## src/logic/irq_status_pkg.sv

```systemverilog
package irq_status_pkg;
  // register offsets on the serial register port
  localparam logic [7:0] ADDR_EVT_SYS = 8'h01;
  localparam logic [7:0] ADDR_EVT_SW = 8'h02;
  localparam logic [7:0] ADDR_MASK_SYS = 8'h03;
  localparam logic [7:0] ADDR_MASK_SW = 8'h04;
  localparam logic [7:0] ADDR_STATUS = 8'h05;
  localparam logic [7:0] ADDR_CTRL = 8'h06;

  // reset values
  localparam logic [5:0] MASK_RST = 6'h00;
  localparam logic [5:0] EVT_RST = 6'h00;
  localparam logic [7:0] RDATA_RST = 8'h00;
  localparam logic [1:0] CLASS_RST = 2'h0;
  localparam logic [1:0] PSTATE_RST = 2'h0;

  // system mask / event field positions
  localparam int PROG_VOLTAGE_BIT = 5;
  localparam int MAINS_CHANGE_BIT = 4;
  localparam int BUTTON_CHANGE_BIT = 3;
  localparam int OVERHEAT_BIT = 2;
  localparam int CELL_SAMPLE_DONE_BIT = 1;
  localparam int DEFAULTS_WRITTEN_BIT = 0;

  // load-switch mask / event field positions
  localparam int SWITCH_FAULT_LSB = 3;
  localparam int SWITCH_LIMIT_LSB = 0;

  // status field positions
  localparam int STAT_SEAL_BIT = 7;
  localparam int STAT_NVM_BIT = 6;
  localparam int STAT_MAINS_BIT = 5;
  localparam int STAT_BUTTON_BIT = 4;
  localparam int STAT_PSTATE_LSB = 2;
  localparam int STAT_CLASS_LSB = 0;

  // control field position
  localparam int CTRL_CELL_START_BIT = 0;

  // power state codes
  localparam logic [1:0] PSTATE_TRANSITION = 2'h0;
  localparam logic [1:0] PSTATE_AWAIT_ENABLE = 2'h1;
  localparam logic [1:0] PSTATE_ACTIVE = 2'h2;
  localparam logic [1:0] PSTATE_SUSPEND = 2'h3;

  // coin-cell charge classes
  localparam logic [1:0] CLASS_BELOW_LOW = 2'h0;
  localparam logic [1:0] CLASS_LOW = 2'h1;
  localparam logic [1:0] CLASS_GOOD = 2'h2;
  localparam logic [1:0] CLASS_IDEAL = 2'h3;

  // edges the pin synchroniser needs before its toggle output is trusted
  localparam logic [1:0] PIN_FILL = 2'h3;
endpackage : irq_status_pkg

```

## src/logic/pin_sync.sv

```systemverilog
`timescale 1ns/100ps
`default_nettype none
module pin_sync
  import irq_status_pkg::*;
(
  input wire logic i_clk,     // system clock
  input wire logic i_rst_b,   // async reset, active low
  input wire logic i_ce,      // clock enable
  input wire logic i_pin,     // raw pin level
  output logic o_level,       // synchronised level
  output logic o_toggle       // one-cycle pulse on either edge
);
  typedef struct packed {
    logic s1;
    logic s2;
    logic s3;
    logic [1:0] fill;
  } sync_s;

  sync_s st_r;
  sync_s st_nxt;

  // shift chain; s1 feeds s2 only, edges seen between s2 and s3
  always_comb begin
    st_nxt = st_r;
    st_nxt.s1 = i_pin;
    st_nxt.s2 = st_r.s1;
    st_nxt.s3 = st_r.s2;
    if (st_r.fill != PIN_FILL) begin
      st_nxt.fill = st_r.fill + 2'h1;
    end
  end

  // pins idle high; fill count hides the reset value from the edge check
  always_ff @(posedge i_clk or negedge i_rst_b) begin
    if (!i_rst_b) begin
      st_r <= '{s1: 1'b1, s2: 1'b1, s3: 1'b1, fill: 2'h0};
    end else if (i_ce) begin
      st_r <= st_nxt;
    end
  end

  assign o_level = st_r.s2;
  assign o_toggle = (st_r.fill == PIN_FILL) && (st_r.s2 != st_r.s3);
endmodule : pin_sync
`default_nettype wire

```

## src/logic/irq_mask_status.sv

```systemverilog
// Function
// - unmasked pending event pulls interrupt low
// - masked event leaves interrupt untouched
// - masking never stops event recording
// - system mask layout, bits 7-6 zero
// - load-switch mask layout, bits 7-6 zero
// - masks reset zero at 0x03, 0x04
// - status bit 7 shows broken seal
// - status bit 6 shows modified defaults
// - status bit 5 shows mains pin low
// - status bit 4 shows button pin low
// - status bits 3-2 give power state
// - status bits 1-0 give cell class
// - status read-only at 0x05
// - mains pin toggle sets change flag
// - control bit 0 starts acquisition, self-clears
// - settled comparators set sample-done flag
`timescale 1ns/100ps
`default_nettype none
module irq_mask_status
  import irq_status_pkg::*;
(
  input wire logic i_clk,                // 100 MHz clock
  input wire logic i_rst_b,              // async reset, active low
  input wire logic i_ce,                 // clock enable, freezes all state
  input wire logic [7:0] i_reg_addr,     // register offset
  input wire logic [7:0] i_reg_wdata,    // write data
  input wire logic i_reg_wr,             // write strobe
  input wire logic i_reg_rd,             // read strobe
  output logic [7:0] o_reg_rdata,        // read data, registered
  output logic o_reg_rvalid,             // read data valid pulse
  input wire logic i_mains_detect_pin_b, // mains-detect pin, low active
  input wire logic i_button_pin_b,       // push-button pin, low active
  input wire logic i_prog_voltage_evt,   // programming voltage too low
  input wire logic i_overheat_evt,       // overheat warning
  input wire logic i_defaults_written_evt, // defaults programming done
  input wire logic [2:0] i_switch_fault_evt, // switch 3..1 fault
  input wire logic [2:0] i_switch_limit_evt, // switch 3..1 current limit
  input wire logic i_cell_settled,       // comparators settled pulse
  input wire logic [1:0] i_cell_class,   // comparator result
  input wire logic [1:0] i_power_state,  // power state machine code
  input wire logic i_seal_broken,        // freshness seal broken
  input wire logic i_nvm_changed,        // defaults differ from factory
  output logic o_cell_sample_start,      // acquisition start pulse
  output logic o_irq_out_low             // interrupt, active low
);
  typedef struct packed {
    logic [5:0] mask_sys;
    logic [5:0] mask_sw;
    logic [5:0] evt_sys;
    logic [5:0] evt_sw;
    logic seal;
    logic nvm;
    logic [1:0] pstate;
    logic [1:0] cclass;
    logic busy;
    logic start;
    logic [7:0] rdata;
    logic rvalid;
    logic irq_b;
  } ctl_s;

  ctl_s st_r;
  ctl_s st_nxt;
  logic mains_lvl;
  logic mains_tgl;
  logic button_lvl;
  logic button_tgl;
  logic [5:0] set_sys;
  logic [5:0] set_sw;
  logic rd_evt_sys;
  logic rd_evt_sw;

  function automatic logic hit(input logic [7:0] a, input logic [7:0] ofs);
    hit = (a == ofs);
  endfunction : hit

  function automatic logic pending(input logic [5:0] e, input logic [5:0] m);
    pending = |(e & ~m);
  endfunction : pending

  // both pins come from outside the clock domain
  pin_sync u_mains_sync (
    .i_clk(i_clk),
    .i_rst_b(i_rst_b),
    .i_ce(i_ce),
    .i_pin(i_mains_detect_pin_b),
    .o_level(mains_lvl),
    .o_toggle(mains_tgl)
  );

  pin_sync u_button_sync (
    .i_clk(i_clk),
    .i_rst_b(i_rst_b),
    .i_ce(i_ce),
    .i_pin(i_button_pin_b),
    .o_level(button_lvl),
    .o_toggle(button_tgl)
  );

  // event sources; recording ignores the masks entirely
  always_comb begin
    set_sys = 6'h00;
    set_sys[PROG_VOLTAGE_BIT] = i_prog_voltage_evt;
    set_sys[MAINS_CHANGE_BIT] = mains_tgl;
    set_sys[BUTTON_CHANGE_BIT] = button_tgl;
    set_sys[OVERHEAT_BIT] = i_overheat_evt;
    set_sys[CELL_SAMPLE_DONE_BIT] = st_r.busy && i_cell_settled;
    set_sys[DEFAULTS_WRITTEN_BIT] = i_defaults_written_evt;
    set_sw = {i_switch_fault_evt, i_switch_limit_evt};
  end

  assign rd_evt_sys = i_reg_rd && hit(i_reg_addr, ADDR_EVT_SYS);
  assign rd_evt_sw = i_reg_rd && hit(i_reg_addr, ADDR_EVT_SW);

  // next-state: registers, flags, status capture, read mux
  always_comb begin
    st_nxt = st_r;
    // read clears a flag register, a set in the same cycle wins
    st_nxt.evt_sys = set_sys | (rd_evt_sys ? EVT_RST : st_r.evt_sys);
    st_nxt.evt_sw = set_sw | (rd_evt_sw ? EVT_RST : st_r.evt_sw);
    st_nxt.seal = i_seal_broken;
    st_nxt.nvm = i_nvm_changed;
    st_nxt.pstate = i_power_state;
    st_nxt.start = 1'b0;
    if (st_r.busy && i_cell_settled) begin
      st_nxt.cclass = i_cell_class;
      st_nxt.busy = 1'b0;
    end
    if (i_reg_wr) begin
      if (hit(i_reg_addr, ADDR_MASK_SYS)) begin
        st_nxt.mask_sys = i_reg_wdata[5:0];
      end else if (hit(i_reg_addr, ADDR_MASK_SW)) begin
        st_nxt.mask_sw = i_reg_wdata[5:0];
      end else if (hit(i_reg_addr, ADDR_CTRL)) begin
        if (i_reg_wdata[CTRL_CELL_START_BIT]) begin
          st_nxt.start = 1'b1;
          st_nxt.busy = 1'b1;
        end
      end
      // status and flag registers ignore writes
    end
    st_nxt.rvalid = i_reg_rd;
    if (i_reg_rd) begin
      if (hit(i_reg_addr, ADDR_EVT_SYS)) begin
        st_nxt.rdata = {2'b00, st_r.evt_sys};
      end else if (hit(i_reg_addr, ADDR_EVT_SW)) begin
        st_nxt.rdata = {2'b00, st_r.evt_sw};
      end else if (hit(i_reg_addr, ADDR_MASK_SYS)) begin
        st_nxt.rdata = {2'b00, st_r.mask_sys};
      end else if (hit(i_reg_addr, ADDR_MASK_SW)) begin
        st_nxt.rdata = {2'b00, st_r.mask_sw};
      end else if (hit(i_reg_addr, ADDR_STATUS)) begin
        // pin bits invert: a low pin reads as active
        st_nxt.rdata = {st_r.seal, st_r.nvm, ~mains_lvl, ~button_lvl,
                        st_r.pstate, st_r.cclass};
      end else begin
        st_nxt.rdata = RDATA_RST; // control self-clears; unmapped reads zero
      end
    end
    // registered from next flags so the pin tracks flags without lag
    st_nxt.irq_b = !(pending(st_nxt.evt_sys, st_nxt.mask_sys) ||
                     pending(st_nxt.evt_sw, st_nxt.mask_sw));
  end

  // masks reset unmasked; live status bits start from defined zeros
  always_ff @(posedge i_clk or negedge i_rst_b) begin
    if (!i_rst_b) begin
      st_r <= '{mask_sys: MASK_RST, mask_sw: MASK_RST,
                evt_sys: EVT_RST, evt_sw: EVT_RST,
                seal: 1'b0, nvm: 1'b0, pstate: PSTATE_RST,
                cclass: CLASS_RST, busy: 1'b0, start: 1'b0,
                rdata: RDATA_RST, rvalid: 1'b0, irq_b: 1'b1};
    end else if (i_ce) begin
      st_r <= st_nxt;
    end
  end

  assign o_reg_rdata = st_r.rdata;
  assign o_reg_rvalid = st_r.rvalid;
  assign o_cell_sample_start = st_r.start;
  assign o_irq_out_low = st_r.irq_b;

  logic rd_status_q;
  logic rd_mask_q;
  always_ff @(posedge i_clk or negedge i_rst_b) begin
    if (!i_rst_b) begin
      rd_status_q <= 1'b0;
      rd_mask_q <= 1'b0;
    end else if (i_ce) begin
      rd_status_q <= i_reg_rd && hit(i_reg_addr, ADDR_STATUS);
      rd_mask_q <= i_reg_rd && (hit(i_reg_addr, ADDR_MASK_SYS) ||
                   hit(i_reg_addr, ADDR_MASK_SW));
    end
  end
endmodule : irq_mask_status
`default_nettype wire

```

## config.mk

```make
export PLATFORM = sky130hd
export DESIGN_NAME = irq_mask_status
export DESIGN_NICKNAME = d
export VERILOG_FILES = /design/src/logic/irq_status_pkg.sv /design/src/logic/pin_sync.sv /design/src/logic/irq_mask_status.sv
export SDC_FILE = /design/constraint.sdc
export NUM_CORES = 1
export LEC_CHECK = 0
export BUFFER_PORTS_ARGS = -buffer_cell sky130_fd_sc_hd__buf_4
export CORE_MARGIN = 2
export CORE_UTILIZATION = 50
export CTS_CLUSTER_SIZE = 14
export DETAILED_ROUTE_END_ITERATION = 10
export GPL_ROUTABILITY_DRIVEN = 0
export MAX_ROUTING_LAYER = met4
export PLACE_DENSITY = 0.85
export SLEW_MARGIN = 20
export SYNTH_ARGS = -nofsm -noshare
export SYNTH_HDL_FRONTEND = slang
export SYNTH_HIERARCHICAL = 1
export SYNTH_SLANG_ARGS = --single-unit
```

## constraint.sdc

```tcl
create_clock -name i_clk -period 4.15 [get_ports i_clk]
set_clock_uncertainty 0.15 [all_clocks]
set_input_delay 0.415 -clock i_clk [delete_from_list [all_inputs] [get_ports i_clk]]
set_output_delay 0.415 -clock i_clk [all_outputs]
set_load 0.03 [all_outputs]
```

==> flow_metrics.tcl, run 1 <==
set metrics [dict create \
    outcome "complete, no violations" \
    synth-edff-count 0 \
    grt_overflow 0 \
    place_area_sq_mm 0.002972 \
    ant_nets 0 \
    finalSetupViolCount 0 \
    synth-main-ff-cell "dfrtp_1" \
    combPwrFrac_pct 17.5 \
    cellLeakagePower_uw 0.001419 \
    clk_pin_slew_ps 90 \
    ys_types 40 \
    path_max_fanout 8 \
    slowest_delay_ps 630 \
    drt_pre_antenna_iters 4 \
    layout-drive-gt1-share_pct 40.84 \
    report.final.hold_viol_count 0 \
    stdcell_area_sq_mm 0.003093 \
    p_switching_uw 292.8 \
    synth_area_sq_mm 0.002623 \
    cts_num_sinks 52 \
    grt_usage_pct 21.61 \
    min_period_over_period_pct 65.18 \
    yosysMostFrequentCell "dfrtp_1" \
    rows 26 \
    max-vdd-ir-drop_uv 241.8 \
    cts_max_level 2 \
    grt_pass1_vias 1930 \
    wl_per_cell_um 17.16 \
    fin_nets 302 \
    drtIter0Drc 245 \
    cts-buffers-inserted 5 \
    cpLargestDelayFamily "simple AND/OR/NAND/NOR gates" \
    powerDensity_mw_per_mm2 369.2 \
    final.setup.worst_slack_ps 1445 \
    syn_nets 263 \
    cts_tree "yes" \
    critPathBufInv 1 \
    startpoint_type "primary input" \
    hold_slack_ps 177.8 \
    insertion_delay_ps 310 \
    netlist_instances 222 \
    postSynthAreaPerCell_sq_um 11.81 \
    die_area_sq_mm 0.005840 \
    critical_path_class "in -> reg" \
    die_x_um 76.42 \
    design.portCount 50 \
    crit_chain "buf_4 > nor4_2 > and3_1 > mux2_2 > o22ai_1 > or4_1 > o41ai_2" \
    tns_ps 0 \
    drt-total-wl_um 5696 \
    critPathArrivalTime_ps 2760 \
    worstPathRequired_ps 4210 \
    r2r_setup_slack_ps 2390 \
    area_delta_synth_final_pct 17.94 \
    clkPwrFrac_pct 30.3 \
    swShare_pct 25.64 \
    drv_cap 0 \
    grt_max_degree 53 \
    clockBufferDepth 2 \
    post-dp-hpwl_um 4091 \
    worst_pin_slew_ps 744.4 \
    post-route-min-period_ps 2705 \
    internal_power_uw 849.2 \
    max_freq_mhz 369.7 \
    io_buffers 47 \
    fp.dieH_um 76.42 \
    route.detailed.drc 0 \
    holdCritPathClass "in -> reg" \
    synth-seq-area-share_pct 49.95 \
    root_buffer "clkbuf_8" \
    maxSlewHeadroom_pct 49.99 \
    p_seq_share_pct 52.2 \
    rsz0062_at_grt "no" \
    synth_common_cells "45 x dfrtp_1, 35 x mux2_2, 20 x nand2_1, 14 x a21oi_1, 10 x a22o_1" \
    place_ws_ps 1211 \
    netlist.top_cell.by_area "dfrtp_1" \
    async_flop_share_pct 100.0 \
    num-fill-cells 443 \
    synth-seq-cells 52 \
    antenna_cells 0 \
    synth_top_area_share_pct 42.94 \
    num_vias 1934 \
    end_kind "register" \
    grt_pass1_wl_um 9680 \
    vias_per_cell 5.825 \
    ys_warn_count 6 \
    start_util_pct 51.68 \
    core_area_sq_mm 0.005075 \
    slew_viol_final 0 \
    grt_antenna_before_repair 0 \
    yosys-top-cells-area "dfrtp_1 43%, mux2_2 15%, dfstp_2 7.0%" \
    cpMaxStageDelayCell "nor4_2" \
]
## power groups by stage
| stage | registers (uW) | logic, uW | clock network (uW) |
|---|---|---|---|
| CTS | 596 | 202 | 352 |
| finish | 596 | 200 | 346 |
| floorplan | 597 | 131 | 0 |
| global route | 603 | 220 | 375 |
| detailed placement | 606 | 199 | 0 |
| global placement | 601 | 190 | 0 |
## final cells by class
cell class	count	area [sq um]	area share, %
clock buffers	5	68.82	2.225
inverters	2	7.507	0.2427
well taps	70	87.58	2.832
flip-flops and latches	52	1310	42.35
multi-input cells	152	1214	39.24
clock inverters	3	42.54	1.375
repair buffers	48	362.8	11.73
## worst paths after layout
kind	from	endpoint	cells after the start
worst min-delay path	i_defaults_written_evt	st_r[24]$_DFFE_PN0P_	3
worst max-delay path	i_reg_addr[7]	o_irq_out_low$_DFFE_PN1P_	7
max in group asynchronous	i_rst_b	st_r[19]$_DFFE_PN0P_	2
worst max register to register	st_r[23]$_DFFE_PN0P_	o_irq_out_low$_DFFE_PN1P_	4
worst min register to register	o_reg_rdata[0]$_DFFE_PN0P_	o_reg_rdata[0]$_DFFE_PN0P_	1
min in group asynchronous	i_rst_b	st_r[33]$_DFFE_PN0P_	2
## worst register-to-register path: stages (launching register included)
cell and delay, ps:
dfrtp_1 420, a21oi_1 170, o22ai_1 110, or4_1 560, o41ai_2 260
## layout by cell type (no fill, tap or decap), drive strengths merged, types with 3 or more instances in the layout
cell / Yosys / final
a21o: 4 / 4
a21oi: 14 / 14
a22o: 10 / 10
a22oi: 8 / 8
and2: 3 / 3
buf: 9 / 47
clkbuf: 7 / 5
dfrtp: 45 / 45
dfstp: 7 / 7
mux2: 39 / 39
nand2: 20 / 20
nand2b: 3 / 3
nand3: 4 / 4
nor2: 4 / 4
nor4: 3 / 3
o21ai: 6 / 6
o22ai: 5 / 5
or4: 3 / 3
xor2: 4 / 4
## cell families (layout without fill, tap and decap cells)
kind of cell | Yosys count | in the layout | share of synthesized area (%)
xor+xnor | 4 | 4 | 1.336
fa+ha+maj | 2 | 2 | 0.9540
compound gates | 55 | 55 | 14.70
mux | 39 | 39 | 17.18
buf+inv | 18 | 58 | 3.769
simple gates | 52 | 52 | 12.12
flops | 52 | 52 | 49.95
## routing by layer
| metal | GRT usage (%) | up-vias | share of wire, % |
|---|---|---|---|
| met5 | - | - | 0 |
| met4 | 6.909 | 0 | 1.7 |
| met3 | 5.569 | 8 | 7.5 |
| met2 | 32.21 | 82 | 48 |
| met1 | 29.09 | 943 | 43 |
| li1 | - | 901 | - |
## registers in the layout, indices dropped and copies added (netlist names)
| name | count |
|---|---|
| u_button_sync/st_nxt | 1 |
| u_mains_sync/st_nxt | 1 |
| u_mains_sync/o_level | 1 |
| o_cell_sample_start | 1 |
| u_button_sync/st_r | 3 |
| st_r | 31 |
| u_mains_sync/st_r | 3 |
| o_reg_rvalid | 1 |
| o_irq_out_low | 1 |
| u_button_sync/o_level | 1 |
| o_reg_rdata | 8 |
## repair_timing
action                    4_1_cts  5_1_grt
hold endpoints to repair       10        0
hold buffers                    1        0
buffers inserted                0        0
resized for setup               0        0
## stage by stage
stage | util (%) | total power, uW | instances
2_1_floorplan | - | 728.2 | 222
3_3_place_gp | 58.56 | 790.9 | 323
3_5_place_dp | 58.56 | 805.4 | 323
4_1_cts | 60.95 | 1150 | 332
5_1_grt | 60.95 | 1198 | 332
6_report | 60.95 | 1142 | 332
(Power assumes the default switching activity.)
==> run 2, diff against run 1 <==
PLACE_DENSITY = 0.88   (was 0.85)
clock period = 2.3 ns   (was 4.15 ns; I/O delays follow)
==> run 2 against run 1 <==
  * The run now ends with negative hold slack left
  * Utilization up 3.1 points
  * Count of clock-buffer cells in the layout rose by 2
  * Wire length grew 9.7%
  * Hold slack worse by 180 ps
  * Critical path type unchanged
  * Final cell count rose by 6.0%
==> flow_metrics.tcl, run 2 (synthesized netlist as in run 1, its figures left out) <==
set metrics [dict create \
    outcome "finished, violations left" \
    violations "negative hold slack" \
    finalSetupViolCount 0 \
    critical_path.startpoint "i_reg_addr[2]" \
    core_area_sq_mm 0.005075 \
    die_area_sq_mm 0.005840 \
    cts_tree "yes" \
    antenna_cells 0 \
    stdcell_area_sq_mm 0.003252 \
    num_vias 2054 \
    largest_reg_flops 31 \
    crit_chain "buf_4 > nor4b_1 > nand3_1 > a21oi_1 > o22ai_1 > or4_1 > o41ai_2" \
    cts_num_sinks 52 \
    area_delta_synth_final_pct 24.00 \
    fin_nets 322 \
    root_buffer "clkbuf_8" \
    r2r_start "st_r[18]$_DFFE_PN0P_" \
    cellLeakagePower_uw 0.001505 \
    max_freq_mhz 469.1 \
    ant_nets 0 \
    slew_viol_final 0 \
    hold_slack_ps -3.075 \
    design.portCount 50 \
    powerDensity_mw_per_mm2 616.7 \
    cts_setup_buffers 0 \
    io_buffers 47 \
    rsz0062_at_grt "no" \
    layout_common_cells "60 x buf_4, 45 x dfrtp_1, 35 x mux2_2" \
    report.final.hold_viol_count 1 \
    stdcell_count 352 \
    vias_per_cell 5.835 \
    startpoint_type "primary input" \
    drt-total-wl_um 6248 \
    post-route-min-period_ps 2132 \
    grt_pass1_wl_um 10530 \
    place_area_sq_mm 0.003069 \
    post-dp-hpwl_um 4413 \
    end_kind "register" \
    cts-buffers-inserted 5 \
    placed_cells 336 \
    die_x_um 76.42 \
    grt_pass1_vias 2069 \
    route.detailed.drc 0 \
    final_util_pct 64.08 \
    clockBufferDepth 2 \
    grt_max_degree 53 \
    rows 26 \
    layout-drive-gt1-share_pct 42.20 \
    mostFrequentLayoutCell "buf_4" \
    wl_per_cell_um 17.75 \
    cpMaxStageDelayCell "or4_1" \
    path_max_fanout 6 \
    grt_usage_pct 23.35 \
    top_register "st_r" \
    drtIter0Drc 244 \
    slowest_delay_ps 540 \
    worst_pin_slew_ps 655.8 \
    maxSlewHeadroom_pct 56.28 \
    grt_overflow 0 \
    holdCritPathClass "in -> reg" \
    power.total_uw 2005 \
    min_period_over_period_pct 92.69 \
    critPathArrivalTime_ps 2210 \
    cts_max_level 2 \
    drt_pre_antenna_iters 4 \
    max-vdd-ir-drop_uv 479.2 \
    insertion_delay_ps 310 \
    hp-start "i_defaults_written_evt" \
    clk_pin_slew_ps 100 \
    fp.dieH_um 76.42 \
    start_util_pct 51.68 \
    worstPathRequired_ps 2370 \
    grt_antenna_before_repair 0 \
    drv_cap 0 \
    critical_path_class "in -> reg" \
]
[run 2: changes by cell type in the layout (fill, tap and decap cells not counted)]
cell           before  now
clkinv_2            1    0
buf_4              47   60
nor4_2              2    1
nor4_4              1    2
bufinv_16           1    0
clkbuf_1            0    1
clkbuf_8            5    6
dlygate4sd3_1       1    8
[run 2: through the flow]
| stage | worst slack, ps | setup TNS, ps |
|---|---|---|
| after floorplan | 4.735 | 0 |
| after global placement | -131.6 | -131.6 |
| after detailed placement | -209.1 | -209.1 |
| after CTS | 111.6 | 0 |
| after global routing | 57.76 | 0 |
| final | 168.1 | 0 |
[run 2: routing by layer]
metal,vias up,global-route usage (%),wire length (um)
met5,-,-,0
met3,17,4.858,293
li1,942,-,-
met4,0,9.455,165
met2,77,35.40,3006
met1,1018,30.84,2782
[run 2: final cells by class]
type	instances	area (sq um)
clock buffers	7	86.33
multi-input cells	152	1222
fillers	418	1823
clock inverters	1	7.507
flip-flops and latches	52	1310
inverters	2	7.507
repair buffers	68	530.5
well taps	70	87.58
[run 2: critical path: cells and delay by family]
kind	cells	cell delay, ps
AO/OA/AOI/OAI	3	550
buffers and inverters	1	120
AND/OR/NAND/NOR	3	1300
[run 2: final timing paths]
check	slack, ps	endpoint	cells past startpoint
hold reg to reg	330	u_button_sync/st_r[0]$_DFFE_PN0P_	1
min in group asynchronous	330	st_r[19]$_DFFE_PN0P_	2
max in group asynchronous	1230	u_button_sync/st_r[0]$_DFFE_PN0P_	2
hold / removal	-3	st_r[24]$_DFFE_PN0P_	3
setup / recovery	170	o_irq_out_low$_DFFE_PN1P_	7
setup reg to reg	630	o_irq_out_low$_DFFE_PN1P_	4
[run 2: report_power, final]
part	switching (uW)	internal, uW
combinational	170	211
sequential	65.6	1010
clock	300	245
[run 2: timing repair]
item | 4_1_cts | 5_1_grt
gates resized for setup | 0 | 1
hold buffers | 7 | 1
endpoints found under the setup margin | 0 | 1
hold endpoints to repair | 51 | 1
